File: src/inc/tmrclk_pkg.sv
// Shared constants and carrier types for the timer clocking and event routing block.
// Assumes a single system clock domain; every pulse here is one system clock wide.
package tmrclk_pkg;

  // Counter widths
  localparam int unsigned CNT_W     = 16;
  localparam int unsigned BYTE_W    = 8;

  // Divider figures
  localparam int unsigned SYS_DIV   = 12;
  localparam int unsigned FAST_DIV  = 4;
  localparam int unsigned SLOW_MULT = 4;
  localparam int unsigned EXT_DIV   = 8;
  localparam int unsigned DIV_CNT_W = 6;

  // Reset value and divider terminal counts
  localparam logic [15:0] CNT_RST   = 16'h0000;
  localparam logic [3:0]  DIV12_MAX = 4'hB;
  localparam logic [1:0]  QUAD_MAX  = 2'h3;

  // Field positions of the 13-bit layout
  localparam int unsigned LOW5_MSB  = 4;
  localparam int unsigned HIGH_LSB  = 8;

  // Modes of timers zero and one
  typedef enum logic [1:0] {
    MODE_13    = 2'h0,
    MODE_16    = 2'h1,
    MODE_8RELD = 2'h2,
    MODE_SPLIT = 2'h3
  } tmrclk_mode_t;

  // Shared prescaler selection
  typedef enum logic [1:0] {
    PRE_DIV12 = 2'h0,
    PRE_DIV4  = 2'h1,
    PRE_DIV48 = 2'h2,
    PRE_EXT8  = 2'h3
  } tmrclk_pre_t;

  // Clock choice of timers two and three
  typedef enum logic [1:0] {
    SRC_SYS   = 2'h0,
    SRC_DIV12 = 2'h1,
    SRC_EXT8  = 2'h2
  } tmrclk_src_t;

  // Serial bus clock rate choice
  typedef enum logic [1:0] {
    SBUS_ZERO   = 2'h0,
    SBUS_ONE    = 2'h1,
    SBUS_TWO_HI = 2'h2,
    SBUS_TWO_LO = 2'h3
  } tmrclk_sbus_t;

  typedef struct packed {
    logic         run;
    logic         counter_sel;
    tmrclk_mode_t mode;
  } tmrclk_t01_cfg_t;

  typedef struct packed {
    logic        run;
    logic        split;
    tmrclk_src_t clk_sel;
    logic        cap_en;
  } tmrclk_t23_cfg_t;

  typedef struct packed {
    logic        strobe;
    logic [15:0] value;
  } tmrclk_load_t;

endpackage

File: src/hdl/tmrclk_reload.sv
// Auto-reload timer with split 8-bit mode and a capture register.
// Assumes tick and capture pulses already lie in the clk_i domain.
`timescale 1ns/1ns
`default_nettype none

module tmrclk_reload (
  // Clock and reset
  input  wire logic                        clk_i,
  input  wire logic                        srst_i,
  // Control
  input  wire logic                        tick_i,
  input  wire tmrclk_pkg::tmrclk_t23_cfg_t cfg_i,
  input  wire tmrclk_pkg::tmrclk_load_t    load_i,
  input  wire logic [15:0]                 reload_i,
  input  wire logic                        cap_trig_i,
  // Status
  output logic [15:0]                      cnt_o,
  output logic [15:0]                      cap_o,
  output logic                             hi_ovf_o,
  output logic                             lo_ovf_o
);

  logic [15:0] next_cnt;
  logic        next_hi;
  logic        next_lo;

  always_comb begin
    next_cnt = cnt_o;
    next_hi  = 1'b0;
    next_lo  = 1'b0;
    if (load_i.strobe) begin
      next_cnt = load_i.value;
    end else if (cfg_i.split) begin
      // Low byte always runs in split mode; and
      if (tick_i) begin
        next_lo = &cnt_o[7:0];
        next_cnt[7:0] = next_lo ? reload_i[7:0] : cnt_o[7:0] + 8'h01;
      end
      if (tick_i && cfg_i.run) begin
        next_hi = &cnt_o[15:8];
        next_cnt[15:8] = next_hi ? reload_i[15:8] : cnt_o[15:8] + 8'h01;
      end
    end else if (tick_i && cfg_i.run) begin
      next_lo  = &cnt_o[7:0];
      next_hi  = &cnt_o;
      next_cnt = next_hi ? reload_i : cnt_o + 16'h0001;
    end
  end

  always_ff @(posedge clk_i) begin
    if (srst_i) begin
      cnt_o    <= tmrclk_pkg::CNT_RST;
      hi_ovf_o <= 1'b0;
      lo_ovf_o <= 1'b0;
    end else begin
      cnt_o    <= next_cnt;
      hi_ovf_o <= next_hi;
      lo_ovf_o <= next_lo;
    end
  end

  // Capture of the running count
  always_ff @(posedge clk_i) begin
    if (srst_i) begin
      cap_o <= tmrclk_pkg::CNT_RST;
    end else if (cfg_i.cap_en && cap_trig_i) begin
      cap_o <= cnt_o; // and
    end
  end
endmodule

`default_nettype wire

File: src/hdl/tmrclk_top.sv
// Four counter/timers with clock selection, event counting and overflow routing.
// Assumes all inputs except the pins are in the clk_i domain; pins are synchronised here.
`timescale 1ns/1ns
`default_nettype none

// Summary of operation
// - Four timers exist: two classic 16-bit counter/timers and two 16-bit auto-reload timers.
// - Timers zero and one run as 13-bit, 16-bit, 8-bit reload, or split 8-bit on timer zero only.
// - Timers two and three are identical, each a 16-bit reload or two 8-bit reload timers.
// - Timer two captures its count on an edge of the external capture input.
// - Timer three captures its count on an edge of the low-frequency oscillator output.
// - Timers zero and one pick among five clock sources through select bits and a prescale field.
// - Each of timers zero and one runs from the shared prescaled clock or the system clock.
// - Timers two and three run from the system clock, the clock over 12, or the oscillator over 8.
// - In counter function a falling edge on the event pin adds one to the count.
// - All timer overflows are exported, with separate high and low ones for timers two and three.
// - The high overflow of timers two and three comes from the full or high-byte counter.
// - Serial port, bus timeout and counter array each take their own timer overflow; the serial bus picks one of four.
// - A set select bit clocks the timer from the system clock, a clear one from the prescaler.
// - The oscillator over 8 source is synchronised to the system clock first.
module tmrclk_top #(
  parameter int unsigned EXT_DIV = tmrclk_pkg::EXT_DIV
) (
  // Clock and reset
  input  wire logic                        clk_i,
  input  wire logic                        srst_i,
  // Pins
  input  wire logic                        timer_zero_event_pin_i,
  input  wire logic                        timer_one_event_pin_i,
  input  wire logic                        ext_osc_i,
  input  wire logic                        lfo_i,
  input  wire logic                        capture_pin_i,
  // Clock selection
  input  wire logic                        timer_zero_sysclk_select_i,
  input  wire logic                        timer_one_sysclk_select_i,
  input  wire tmrclk_pkg::tmrclk_pre_t     prescale_select_field_i,
  input  wire tmrclk_pkg::tmrclk_sbus_t    serial_bus_src_i,
  // Timer control
  input  wire tmrclk_pkg::tmrclk_t01_cfg_t zero_cfg_i,
  input  wire tmrclk_pkg::tmrclk_t01_cfg_t one_cfg_i,
  input  wire tmrclk_pkg::tmrclk_t23_cfg_t two_cfg_i,
  input  wire tmrclk_pkg::tmrclk_t23_cfg_t three_cfg_i,
  input  wire tmrclk_pkg::tmrclk_load_t    zero_load_i,
  input  wire tmrclk_pkg::tmrclk_load_t    one_load_i,
  input  wire tmrclk_pkg::tmrclk_load_t    two_load_i,
  input  wire tmrclk_pkg::tmrclk_load_t    three_load_i,
  input  wire logic [15:0]                 two_reload_i,
  input  wire logic [15:0]                 three_reload_i,
  // Counts and captures
  output logic [15:0]                      zero_cnt_o,
  output logic [15:0]                      one_cnt_o,
  output logic [15:0]                      two_cnt_o,
  output logic [15:0]                      three_cnt_o,
  output logic [15:0]                      two_capture_o,
  output logic [15:0]                      three_capture_o,
  // Overflow events
  output logic                             zero_ovf_o,
  output logic                             zero_hi_ovf_o,
  output logic                             one_ovf_o,
  output logic                             two_hi_ovf_o,
  output logic                             two_lo_ovf_o,
  output logic                             three_hi_ovf_o,
  output logic                             three_lo_ovf_o,
  // Peripheral ticks
  output logic                             serial_port_baud_tick_o,
  output logic                             serial_bus_clk_tick_o,
  output logic                             serial_bus_timeout_tick_o,
  output logic                             counter_array_clk_tick_o
);

  if (EXT_DIV < 2 || EXT_DIV > 64) begin : g_chk
    $error("EXT_DIV must lie between 2 and 64");
  end

  localparam logic [5:0] EXT_MAX = 6'(EXT_DIV - 1);

  // Pin synchronisers: stage 1, stage 2, delayed stage 2
  logic [4:0] pin_s1;
  logic [4:0] pin_s2;
  logic [4:0] pin_s3;
  logic       zero_fall;
  logic       one_fall;
  logic       ext_rise;
  logic       lfo_rise;
  logic       cap_rise;

  always_ff @(posedge clk_i) begin
    if (srst_i) begin
      pin_s1 <= 5'h00;
      pin_s2 <= 5'h00;
      pin_s3 <= 5'h00;
    end else begin
      // Two stages before any logic; and
      pin_s1 <= {capture_pin_i, lfo_i, ext_osc_i, timer_one_event_pin_i, timer_zero_event_pin_i};
      pin_s2 <= pin_s1;
      pin_s3 <= pin_s2;
    end
  end

  assign zero_fall = pin_s3[0] & ~pin_s2[0];
  assign one_fall  = pin_s3[1] & ~pin_s2[1];
  assign ext_rise  = pin_s2[2] & ~pin_s3[2];
  assign lfo_rise  = pin_s2[3] & ~pin_s3[3];
  assign cap_rise  = pin_s2[4] & ~pin_s3[4];

  // Dividers
  logic [3:0] div12_cnt;
  logic [1:0] div4_cnt;
  logic [1:0] div48_cnt;
  logic [5:0] ext_cnt;
  logic       tick12;
  logic       tick4;
  logic       tick48;
  logic       ext_tick;

  assign tick12   = (div12_cnt == tmrclk_pkg::DIV12_MAX);
  assign tick4    = (div4_cnt == tmrclk_pkg::QUAD_MAX);
  assign tick48   = tick12 && (div48_cnt == tmrclk_pkg::QUAD_MAX);
  assign ext_tick = ext_rise && (ext_cnt == EXT_MAX);

  always_ff @(posedge clk_i) begin
    if (srst_i) begin
      div12_cnt <= 4'h0;
      div4_cnt  <= 2'h0;
      div48_cnt <= 2'h0;
    end else begin
      div12_cnt <= tick12 ? 4'h0 : div12_cnt + 4'h1;
      div4_cnt  <= div4_cnt + 2'h1;
      if (tick12) begin
        div48_cnt <= div48_cnt + 2'h1;
      end
    end
  end

  always_ff @(posedge clk_i) begin
    if (srst_i) begin
      ext_cnt <= 6'h00;
    end else if (ext_rise) begin
      ext_cnt <= ext_tick ? 6'h00 : ext_cnt + 6'h01;
    end
  end

  // Shared prescaled clock and timer clocks
  logic pre_tick;
  logic zero_tmr_tick;
  logic one_tmr_tick;

  always_comb begin
    case (prescale_select_field_i)
      tmrclk_pkg::PRE_DIV12: pre_tick = tick12;
      tmrclk_pkg::PRE_DIV4:  pre_tick = tick4;
      tmrclk_pkg::PRE_DIV48: pre_tick = tick48;
      default:               pre_tick = ext_tick;
    endcase
  end

  assign zero_tmr_tick = timer_zero_sysclk_select_i | pre_tick; // and
  assign one_tmr_tick  = timer_one_sysclk_select_i | pre_tick;

  // One step of a classic timer: {overflow, next count}
  function automatic logic [16:0] tmrclk_step(input tmrclk_pkg::tmrclk_mode_t mode, input logic [15:0] cnt);
    logic [12:0] c13;
    c13 = {cnt[15:8], cnt[4:0]} + 13'h0001;
    case (mode)
      tmrclk_pkg::MODE_13:    tmrclk_step = {(c13 == 13'h0000), c13[12:5], cnt[7:5], c13[4:0]};
      tmrclk_pkg::MODE_16:    tmrclk_step = {(&cnt), cnt + 16'h0001};
      tmrclk_pkg::MODE_8RELD: tmrclk_step = (&cnt[7:0]) ? {1'b1, cnt[15:8], cnt[15:8]}
                                                        : {1'b0, cnt[15:8], cnt[7:0] + 8'h01};
      default:                tmrclk_step = {(&cnt[7:0]), cnt[15:8], cnt[7:0] + 8'h01};
    endcase
  endfunction

  logic        zero_split;
  logic        zero_en;
  logic        one_en;
  logic [15:0] next_zero;
  logic [15:0] next_one;
  logic        next_zero_ovf;
  logic        next_zero_hi;
  logic        next_one_ovf;

  assign zero_split = (zero_cfg_i.mode == tmrclk_pkg::MODE_SPLIT);
  assign zero_en    = zero_cfg_i.run && (zero_cfg_i.counter_sel ? zero_fall : zero_tmr_tick);
  // Timer one loses its pin while timer zero is split, and stops in its own split mode
  assign one_en     = one_cfg_i.run && (one_cfg_i.mode != tmrclk_pkg::MODE_SPLIT) &&
                      ((one_cfg_i.counter_sel && !zero_split) ? one_fall : one_tmr_tick);

  always_comb begin
    next_zero     = zero_cnt_o;
    next_zero_ovf = 1'b0;
    next_zero_hi  = 1'b0;
    if (zero_en) begin
      {next_zero_ovf, next_zero} = tmrclk_step(zero_cfg_i.mode, zero_cnt_o);
    end
    // Split high byte: timer clock only, run by timer one's run bit
    if (zero_split && one_cfg_i.run && zero_tmr_tick) begin
      next_zero[15:8] = zero_cnt_o[15:8] + 8'h01;
      next_zero_hi    = &zero_cnt_o[15:8];
    end
    if (zero_load_i.strobe) begin
      next_zero     = zero_load_i.value;
      next_zero_ovf = 1'b0;
      next_zero_hi  = 1'b0;
    end
  end

  always_comb begin
    next_one     = one_cnt_o;
    next_one_ovf = 1'b0;
    if (one_en) begin
      {next_one_ovf, next_one} = tmrclk_step(one_cfg_i.mode, one_cnt_o);
    end
    if (one_load_i.strobe) begin
      next_one     = one_load_i.value;
      next_one_ovf = 1'b0;
    end
  end

  always_ff @(posedge clk_i) begin
    if (srst_i) begin
      zero_cnt_o    <= tmrclk_pkg::CNT_RST;
      one_cnt_o     <= tmrclk_pkg::CNT_RST;
      zero_ovf_o    <= 1'b0;
      zero_hi_ovf_o <= 1'b0;
      one_ovf_o     <= 1'b0;
    end else begin
      zero_cnt_o    <= next_zero;
      one_cnt_o     <= next_one;
      zero_ovf_o    <= next_zero_ovf;
      zero_hi_ovf_o <= next_zero_hi;
      one_ovf_o     <= next_one_ovf;
    end
  end

  // Timers two and three
  logic two_tick;
  logic three_tick;

  function automatic logic tmrclk_src(input tmrclk_pkg::tmrclk_src_t sel, input logic t12, input logic t8);
    case (sel)
      tmrclk_pkg::SRC_SYS:   tmrclk_src = 1'b1;
      tmrclk_pkg::SRC_DIV12: tmrclk_src = t12;
      tmrclk_pkg::SRC_EXT8:  tmrclk_src = t8;
      default:               tmrclk_src = 1'b0;
    endcase
  endfunction

  assign two_tick   = tmrclk_src(two_cfg_i.clk_sel, tick12, ext_tick);
  assign three_tick = tmrclk_src(three_cfg_i.clk_sel, tick12, ext_tick);

  tmrclk_reload u_two (
    .clk_i      (clk_i),
    .srst_i     (srst_i),
    .tick_i     (two_tick),
    .cfg_i      (two_cfg_i),
    .load_i     (two_load_i),
    .reload_i   (two_reload_i),
    .cap_trig_i (cap_rise),
    .cnt_o      (two_cnt_o),
    .cap_o      (two_capture_o),
    .hi_ovf_o   (two_hi_ovf_o),
    .lo_ovf_o   (two_lo_ovf_o)
  );

  tmrclk_reload u_three (
    .clk_i      (clk_i),
    .srst_i     (srst_i),
    .tick_i     (three_tick),
    .cfg_i      (three_cfg_i),
    .load_i     (three_load_i),
    .reload_i   (three_reload_i),
    .cap_trig_i (lfo_rise),
    .cnt_o      (three_cnt_o),
    .cap_o      (three_capture_o),
    .hi_ovf_o   (three_hi_ovf_o),
    .lo_ovf_o   (three_lo_ovf_o)
  );

  // Peripheral routing
  logic sbus_pick;

  always_comb begin
    case (serial_bus_src_i)
      tmrclk_pkg::SBUS_ZERO:   sbus_pick = zero_ovf_o;
      tmrclk_pkg::SBUS_ONE:    sbus_pick = one_ovf_o;
      tmrclk_pkg::SBUS_TWO_HI: sbus_pick = two_hi_ovf_o;
      default:                 sbus_pick = two_lo_ovf_o;
    endcase
  end

  always_ff @(posedge clk_i) begin
    if (srst_i) begin
      serial_port_baud_tick_o   <= 1'b0;
      serial_bus_clk_tick_o     <= 1'b0;
      serial_bus_timeout_tick_o <= 1'b0;
      counter_array_clk_tick_o  <= 1'b0;
    end else begin
      serial_port_baud_tick_o   <= one_ovf_o;
      serial_bus_clk_tick_o     <= sbus_pick;
      serial_bus_timeout_tick_o <= three_hi_ovf_o;
      counter_array_clk_tick_o  <= zero_ovf_o;
    end
  end

  // Cycles since the last oscillator tick, saturating
  localparam logic [7:0] EXT_GAP_MIN = 8'(2 * EXT_DIV - 1);
  logic [7:0]            ext_gap;

  always_ff @(posedge clk_i) begin
    if (srst_i) begin
      ext_gap <= 8'hFF;
    end else begin
      ext_gap <= ext_tick ? 8'h00 : ext_gap + 8'(ext_gap != 8'hFF);
    end
  end
endmodule

`default_nettype wire

File: config.mk
export PLATFORM = sky130hd
export DESIGN_NAME = tmrclk_top
export DESIGN_NICKNAME = d
export VERILOG_FILES = /design/src/inc/tmrclk_pkg.sv /design/src/hdl/tmrclk_reload.sv /design/src/hdl/tmrclk_top.sv
export SDC_FILE = /design/constraint.sdc
export NUM_CORES = 1
export LEC_CHECK = 0
export BUFFER_PORTS_ARGS = -buffer_cell sky130_fd_sc_hd__buf_4
export CORE_ASPECT_RATIO = 0.7
export CORE_MARGIN = 2
export CORE_UTILIZATION = 30
export CTS_CLUSTER_SIZE = 16
export DETAILED_ROUTE_END_ITERATION = 6
export MAX_ROUTING_LAYER = met4
export PLACE_DENSITY = 0.59
export SYNTH_ARGS = -nofsm -noshare
export SYNTH_HDL_FRONTEND = slang
export SYNTH_SLANG_ARGS = --single-unit
File: constraint.sdc
create_clock -name clk_i -period 2.4 [get_ports clk_i]
set_input_delay 0.24 -clock clk_i [delete_from_list [all_inputs] [get_ports clk_i]]
set_output_delay 0.24 -clock clk_i [all_outputs]
set_load 0.1 [all_outputs]
---- Word level (Yosys, flattened, before mapping) ----
Index checks and enable logic that the tools add are counted.
word-level totals
  bits of input ports ..................... 131
  register bits after elaboration ......... 136
cells by class
  reduce and logical (&&, ||, !) cells .... 53
  bitwise gates (word level) .............. 15
  add/sub/neg operators ................... 17
  muxes and demuxes ....................... 44
  eq/ne operators ......................... 24
operators with widths
  kind                                                                   count
  16-bit 2-to-1 mux                                                      12
  17-bit one-hot mux with 3 select lines                                 2
  8-bit 2-to-1 mux                                                       9
  16-bit by 1-bit adder with 16-bit output, second input constant        4
  16-bit AND reduction                                                   4
  8-bit by 1-bit adder with 8-bit output, second input constant          7
  8-bit AND reduction                                                    7
  17-bit 2-to-1 mux                                                      2
  13-bit by 1-bit adder with 13-bit output, second input constant        2
  13-bit zero test                                                       2
  2-bit equality test, second input constant                             9
  1-bit 2-to-1 mux                                                       14
  2-bit by 1-bit equality test with 1-bit output, second input constant  6
  1-bit logical AND                                                      12
  2-bit zero test                                                        6
  1-bit one-hot mux with 3 select lines                                  4
  3-bit nonzero test                                                     4
  3-bit OR reduction                                                     3
  2-bit != test, second input constant                                   4
  1-bit inverter                                                         8
  2-bit AND reduction                                                    4
  2-bit nonzero test                                                     4
  6-bit by 1-bit adder with 6-bit output, second input constant          1
  6-bit by 3-bit equality test with 1-bit output, second input constant  1
  12 further kinds                                                       22

---- Logic depth before layout (Yosys ltp) ----
  word-level depth ........................ 10
  mapped depth ............................ 9
  depth with buffers taken out ............ 7

---- Modules after synthesis ----
Synthesis repeated with hierarchy kept, for this count alone.
second synthesis, totals
  cell total of the unflattened synthesis .. 1082
  area, all modules ....................... 8473.1 µm²
modules (own cells, without submodules)
  module         sequential area each (µm²)  times used  cells an instance  area an instance (µm²)
  tmrclk_top     1361.3                      1           542                4241.6
  tmrclk_reload  680.7                       2           270                2115.8

---- Worst setup path before layout ----
Ideal clock, no wire load.
  path kind ............................... reg-to-reg
  start ................................... register zero_cnt_o[0]
  end ..................................... register zero_cnt_o[3]
  period minus slack after synthesis ...... 2.926 ns
  arrival ................................. 2.792 ns
  setup slack ............................. -0.526 ns
  cell stages (with the launch flop) ...... 7
  cell sequence ........................... dfxtp_1 -> ha_1 -> nand4_2 -> nor4_2 -> nor2_1 -> a2111oi_2 -> a2111oi_2
on the way
  longest elaborated chain between the ends .. 5
  elaborated cells on any way between the ends .. 8
  those cells by class .................... add/sub (3); mux (4); reduce/logical (1)
ends and longest elaborated chain
  item                                                                                  RTL line                                                 source
  start: declaration                                                                    tmrclk_top.sv:50                                         output logic [15:0] zero_cnt_o,
  start signal: assignment                                                              tmrclk_top.sv:221                                        zero_cnt_o <= tmrclk_pkg::CNT_RST;
  start signal: assignment                                                              tmrclk_top.sv:227                                        zero_cnt_o <= next_zero;
  8-bit by 1-bit adder with 8-bit output / 8-bit AND reduction (equally long branches)  tmrclk_top.sv:168, tmrclk_top.sv:169, tmrclk_top.sv:167
  17-bit 2-to-1 mux                                                                     tmrclk_top.sv:167                                        tmrclk_pkg::MODE_8RELD: tmrclk_step = (&cnt[7:0]) ? {1'b1, cnt[15:8], cnt[15:8]}
  17-bit one-hot mux with 3 select lines *                                              tmrclk_top.sv:164                                        case (mode)
  16-bit 2-to-1 mux *                                                                   tmrclk_top.sv:192                                        if (zero_en) begin
  16-bit 2-to-1 mux *                                                                   tmrclk_top.sv:200                                        if (zero_load_i.strobe) begin
Every way passes the cells marked *; elsewhere a longest branch is shown, timed or not. The select of a mux whose other input is x is not followed.
A chain may end at the register's enable or synchronous reset.

---- Worst setup path in the final report ----
  start ................................... register ext_cnt[3]
  end ..................................... register zero_cnt_o[15]
on the way
  longest elaborated chain between the ends .. 8
  elaborated cells on any way between the ends .. 13
  those cells by class .................... eq/ne (2); mux (4); bitwise (1); reduce/logical (6)
ends and longest elaborated chain
  item                                              RTL line           source
  start: declaration                                tmrclk_top.sv:110  logic [5:0] ext_cnt;
  start signal: assignment                          tmrclk_top.sv:139  ext_cnt <= ext_tick ? 6'h00 : ext_cnt + 6'h01;
  6-bit by 3-bit equality test with 1-bit output *  tmrclk_top.sv:119  assign ext_tick = ext_rise && (ext_cnt == EXT_MAX);
  1-bit logical AND *                               tmrclk_top.sv:119
  1-bit one-hot mux with 3 select lines *           tmrclk_top.sv:149  case (prescale_select_field_i)
  1-bit OR *                                        tmrclk_top.sv:157  assign zero_tmr_tick = timer_zero_sysclk_select_i | pre_tick;
  1-bit 2-to-1 mux                                  tmrclk_top.sv:183  assign zero_en = zero_cfg_i.run && (zero_cfg_i.counter_sel ? zero_fall : zero_tmr_tick);
  1-bit logical AND                                 tmrclk_top.sv:183
  3-bit nonzero test (no line)                      n/a
  3-bit AND reduction (no line)                     n/a
Every way passes the cells marked *; elsewhere a longest branch is shown, timed or not.

==> flow_summary.yaml <==
run_status:
  run_status: "complete, no violations"
synthesis:
  synth_cell_type_count: 88
  synthTopCellsByArea: "dfxtp_1 33%, nand2_1 7.0%, a21oi_1 5.1%"
  synth_top_area_frac: 0.335
  syn_area_um2: 8130
  yosys.area.top_type: "dfxtp_1"
  synth-edff-count: 0
  ys_ff_latch: 136
  synth_ff_type: "dfxtp_1"
  seq_area_frac_synth: 0.335
  synthCells: 1044
  syn_avg_cell_area_um2: 7.79
  syn_nets: 1188
  async_reset_ff_frac: 0
  yosysWarningCount: 0
placement:
  placedCellCount: 1606
  place_congestion: 0.895
  io_buffer_count: 237
  place_hpwl_um: 21400
  preCtsSetupSlack_ns: 0.143
layout:
  layout.cells.non_filler: 1641
  multiInputGateArea_um2: 5000
  synthToLayoutAreaGrowth_pct: 35.8
  fillers: 2801
  drive_above_1_share: 0.313
  final-seq-area_um2: 2800
  final_nets: 1407
power_and_ir_drop:
  power_switching_uw: 2330
  power.total_uw: 6950
  pwr-share-comb: 0.220
  p_clk_frac: 0.415
  leakage_uw: 0.00440
  power.ir.vdd_worst_mv: 0.469
  seqPwrFrac: 0.366
  internal_power_uw: 4620
  p_per_area_nw_per_um2: 629
  switching_share: 0.335
sta:
  slew_viol_final: 0
  relSlewSlack: 0.523
  hold_viol: 0
  rsz0062_at_grt: "no"
  tightest_slew_ns: 0.715
  finalCritPeriodShare: 0.928
  setup_viol: 0
  fmax_mhz: 449
  clock_skew_ns: 0.0120
  setup-tns-final_ns: 0
  fin_ws_ns: 0.173
  period_minus_slack_ns: 2.23
drt:
  wl_met3_um: 2390
  met1_length_um: 14300
  wirelength_um: 28700
  wl_per_cell_um: 17.5
  dr_total_vias: 8757
  route.met2.wl_um: 11600
  maxUsedRoutingLayer: "met4"
  ant_nets: 0
  drc: 0
  avgViaCountPerCell: 5.34
  drt-pass1-iter-count: 5
  drt_iter0_drc: 564
global_route:
  grt_pass1_wl_um: 45300
  grt_util_all_layers: 0.205
  grt_pass1_vias: 8166
  overflow: 0
  antenna_found_initial: 0
  grt_max_degree: 40
critical_path:
  worst_path_largest_cell_delay_ns: 0.54
  crit_family: "simple AND/OR/NAND/NOR gates"
  worstSetupEndpointType: "flip-flop"
  cp_slowest_cell: "or4b_4"
  cp_max_fo: 14
  required_ns: 2.74
  startpoint_type: "flip-flop"
  critical_path_arrival_ns: 2.57
  cp_num_buf_inv: 0
  critPathKind: "flip-flop to flip-flop"
  path_cells: "or4b_4 -> o221ai_4 -> o21ai_2 -> o21a_2 -> or3_1 -> o32ai_1"
floorplan:
  fp.dieW_um: 201
  core-area_um2: 26700
  die_h_um: 142
  fp-row-count: 50
  pin_count: 238
  start_util: 0.304
  dieArea_um2: 28500
hold_path:
  hold_class: "primary input to flip-flop"
cts:
  clock_sinks: 136
  clock_path_buffers: 2
  cts.clk_slew.worst_paths_ns: 0.07
  cts-root-buf: "clkbuf_16"
  h-tree-depth: 4
  cts_tree: "done"
  clkLatencyLatePin_ns: 0.43
  numCtsBuffers: 17
flow_run:
  cap_violations: 0
## worst reg2reg max path: cells and delay by family (launching register included)
family / cells / cell delay, ns
and+or+nand+nor: 2 / 0.92
DFF: 1 / 0.37
AOI/OAI and AO/OA: 4 / 0.85
## cell type report
class	count	area share
diodes	1	0.000227
clock buffers	19	0.0430
clock inverters	13	0.0148
inverters	34	0.0116
multi-input cells	804	0.452
flip-flops and latches	136	0.253
well taps	364	0.0412
repair buffers	270	0.184
## through the flow
step	area [um2]	hold WS [ns]	utilization
finish	11000	0.0236	0.414
global route	11000	0.0122	0.413
CTS	11000	0.000371	0.413
detailed placement	10400	0.415	0.389
global placement	10400	0.410	0.389
floorplan	8220	0.348	-
## path summary, 6_finish.rpt
kind	from	end	slack, ns	cells after the start
max	ext_cnt[3]	zero_cnt_o[15]	0.17	6
max reg2reg	ext_cnt[3]	zero_cnt_o[15]	0.17	6
min reg2reg	div4_cnt[0]	div4_cnt[0]	0.43	1
min	ext_osc_i	pin_s1[2]	0.02	2
## metal layers
layer / vias to the layer above / global-route usage
met5: - / -
met4: 0 / 0.0472
met3: 23 / 0.0485
met2: 377 / 0.283
met1: 4134 / 0.298
li1: 4223 / -
## timing repair
action,in CTS,in global routing
setup buffers,0,1
endpoints found under the hold margin,1,0
hold buffers,1,0
resized for setup,0,2
setup endpoints to repair,0,8
## state kept, by name, indices dropped and copies added, names as in the netlist, 2 cells and up
register,count
ext_cnt,6
pin_s3,5
u_three.cap_o,16
zero_cnt_o,16
pin_s2,5
div48_cnt,2
u_two.cap_o,16
pin_s1,5
u_two.cnt_o,16
u_three.cnt_o,16
div12_cnt,4
one_cnt_o,16
div4_cnt,2
## power groups by stage
stage                     combinational [uW]  sequential, uW  clock (uW)
final                                   1530            2540        2880
after global routing                    1620            2560        3060
after CTS                               1530            2540        2960
after detailed placement                1520            2590           0
after global placement                  1510            2590           0
after floorplan                          529            3080           0
## synth_stat cells, drive strengths merged (11+ instances only)
library cell / instances
nand4: 17
a21oi: 83
inv: 32
xnor2: 34
xor2: 21
nor2b: 24
nand3: 31
o22ai: 11
o21ai: 35
nor2: 96
nand2: 153
and3: 13
a211oi: 26
a31oi: 21
nor4: 15
nor3: 31
buf: 25
or2: 12
dfxtp: 136
ha: 13
clkbuf: 45
## cells in the final DEF (no fill, tap or decap), types with 7 or more instances in the layout
master	Yosys	routed
dfxtp_1	136	83
inv_1	32	32
o21ai_0	32	32
and3_1	13	13
a31oi_1	21	21
buf_4	0	269
clkbuf_16	0	19
a211oi_1	26	26
nand2b_1	7	7
nor4_1	14	14
nand3b_1	8	8
o21a_1	9	9
nand3_1	30	30
mux2i_1	10	10
nand4_1	13	13
o22ai_1	11	11
xnor2_1	34	34
a21oi_1	83	81
nor2_1	94	94
ha_1	13	13
nor3_1	30	30
xor2_1	21	21
dfxtp_2	0	50
nor2b_1	24	24
nand2_1	152	152
or2_2	10	10
## kinds of logic (layout without fill, tap and decap cells)
family          after synthesis  count (layout)  synth area share
flops                       136             136             0.335
fa+ha+maj                    13              13            0.0200
other cells                   0               1                 0
mux                          15              15            0.0206
xor+xnor                     55              55            0.0592
buf+inv                     104             336            0.0529
simple gates                436             436             0.264
compound gates              285             285             0.248
No activity file was read; power rests on OpenSTA's default activity.
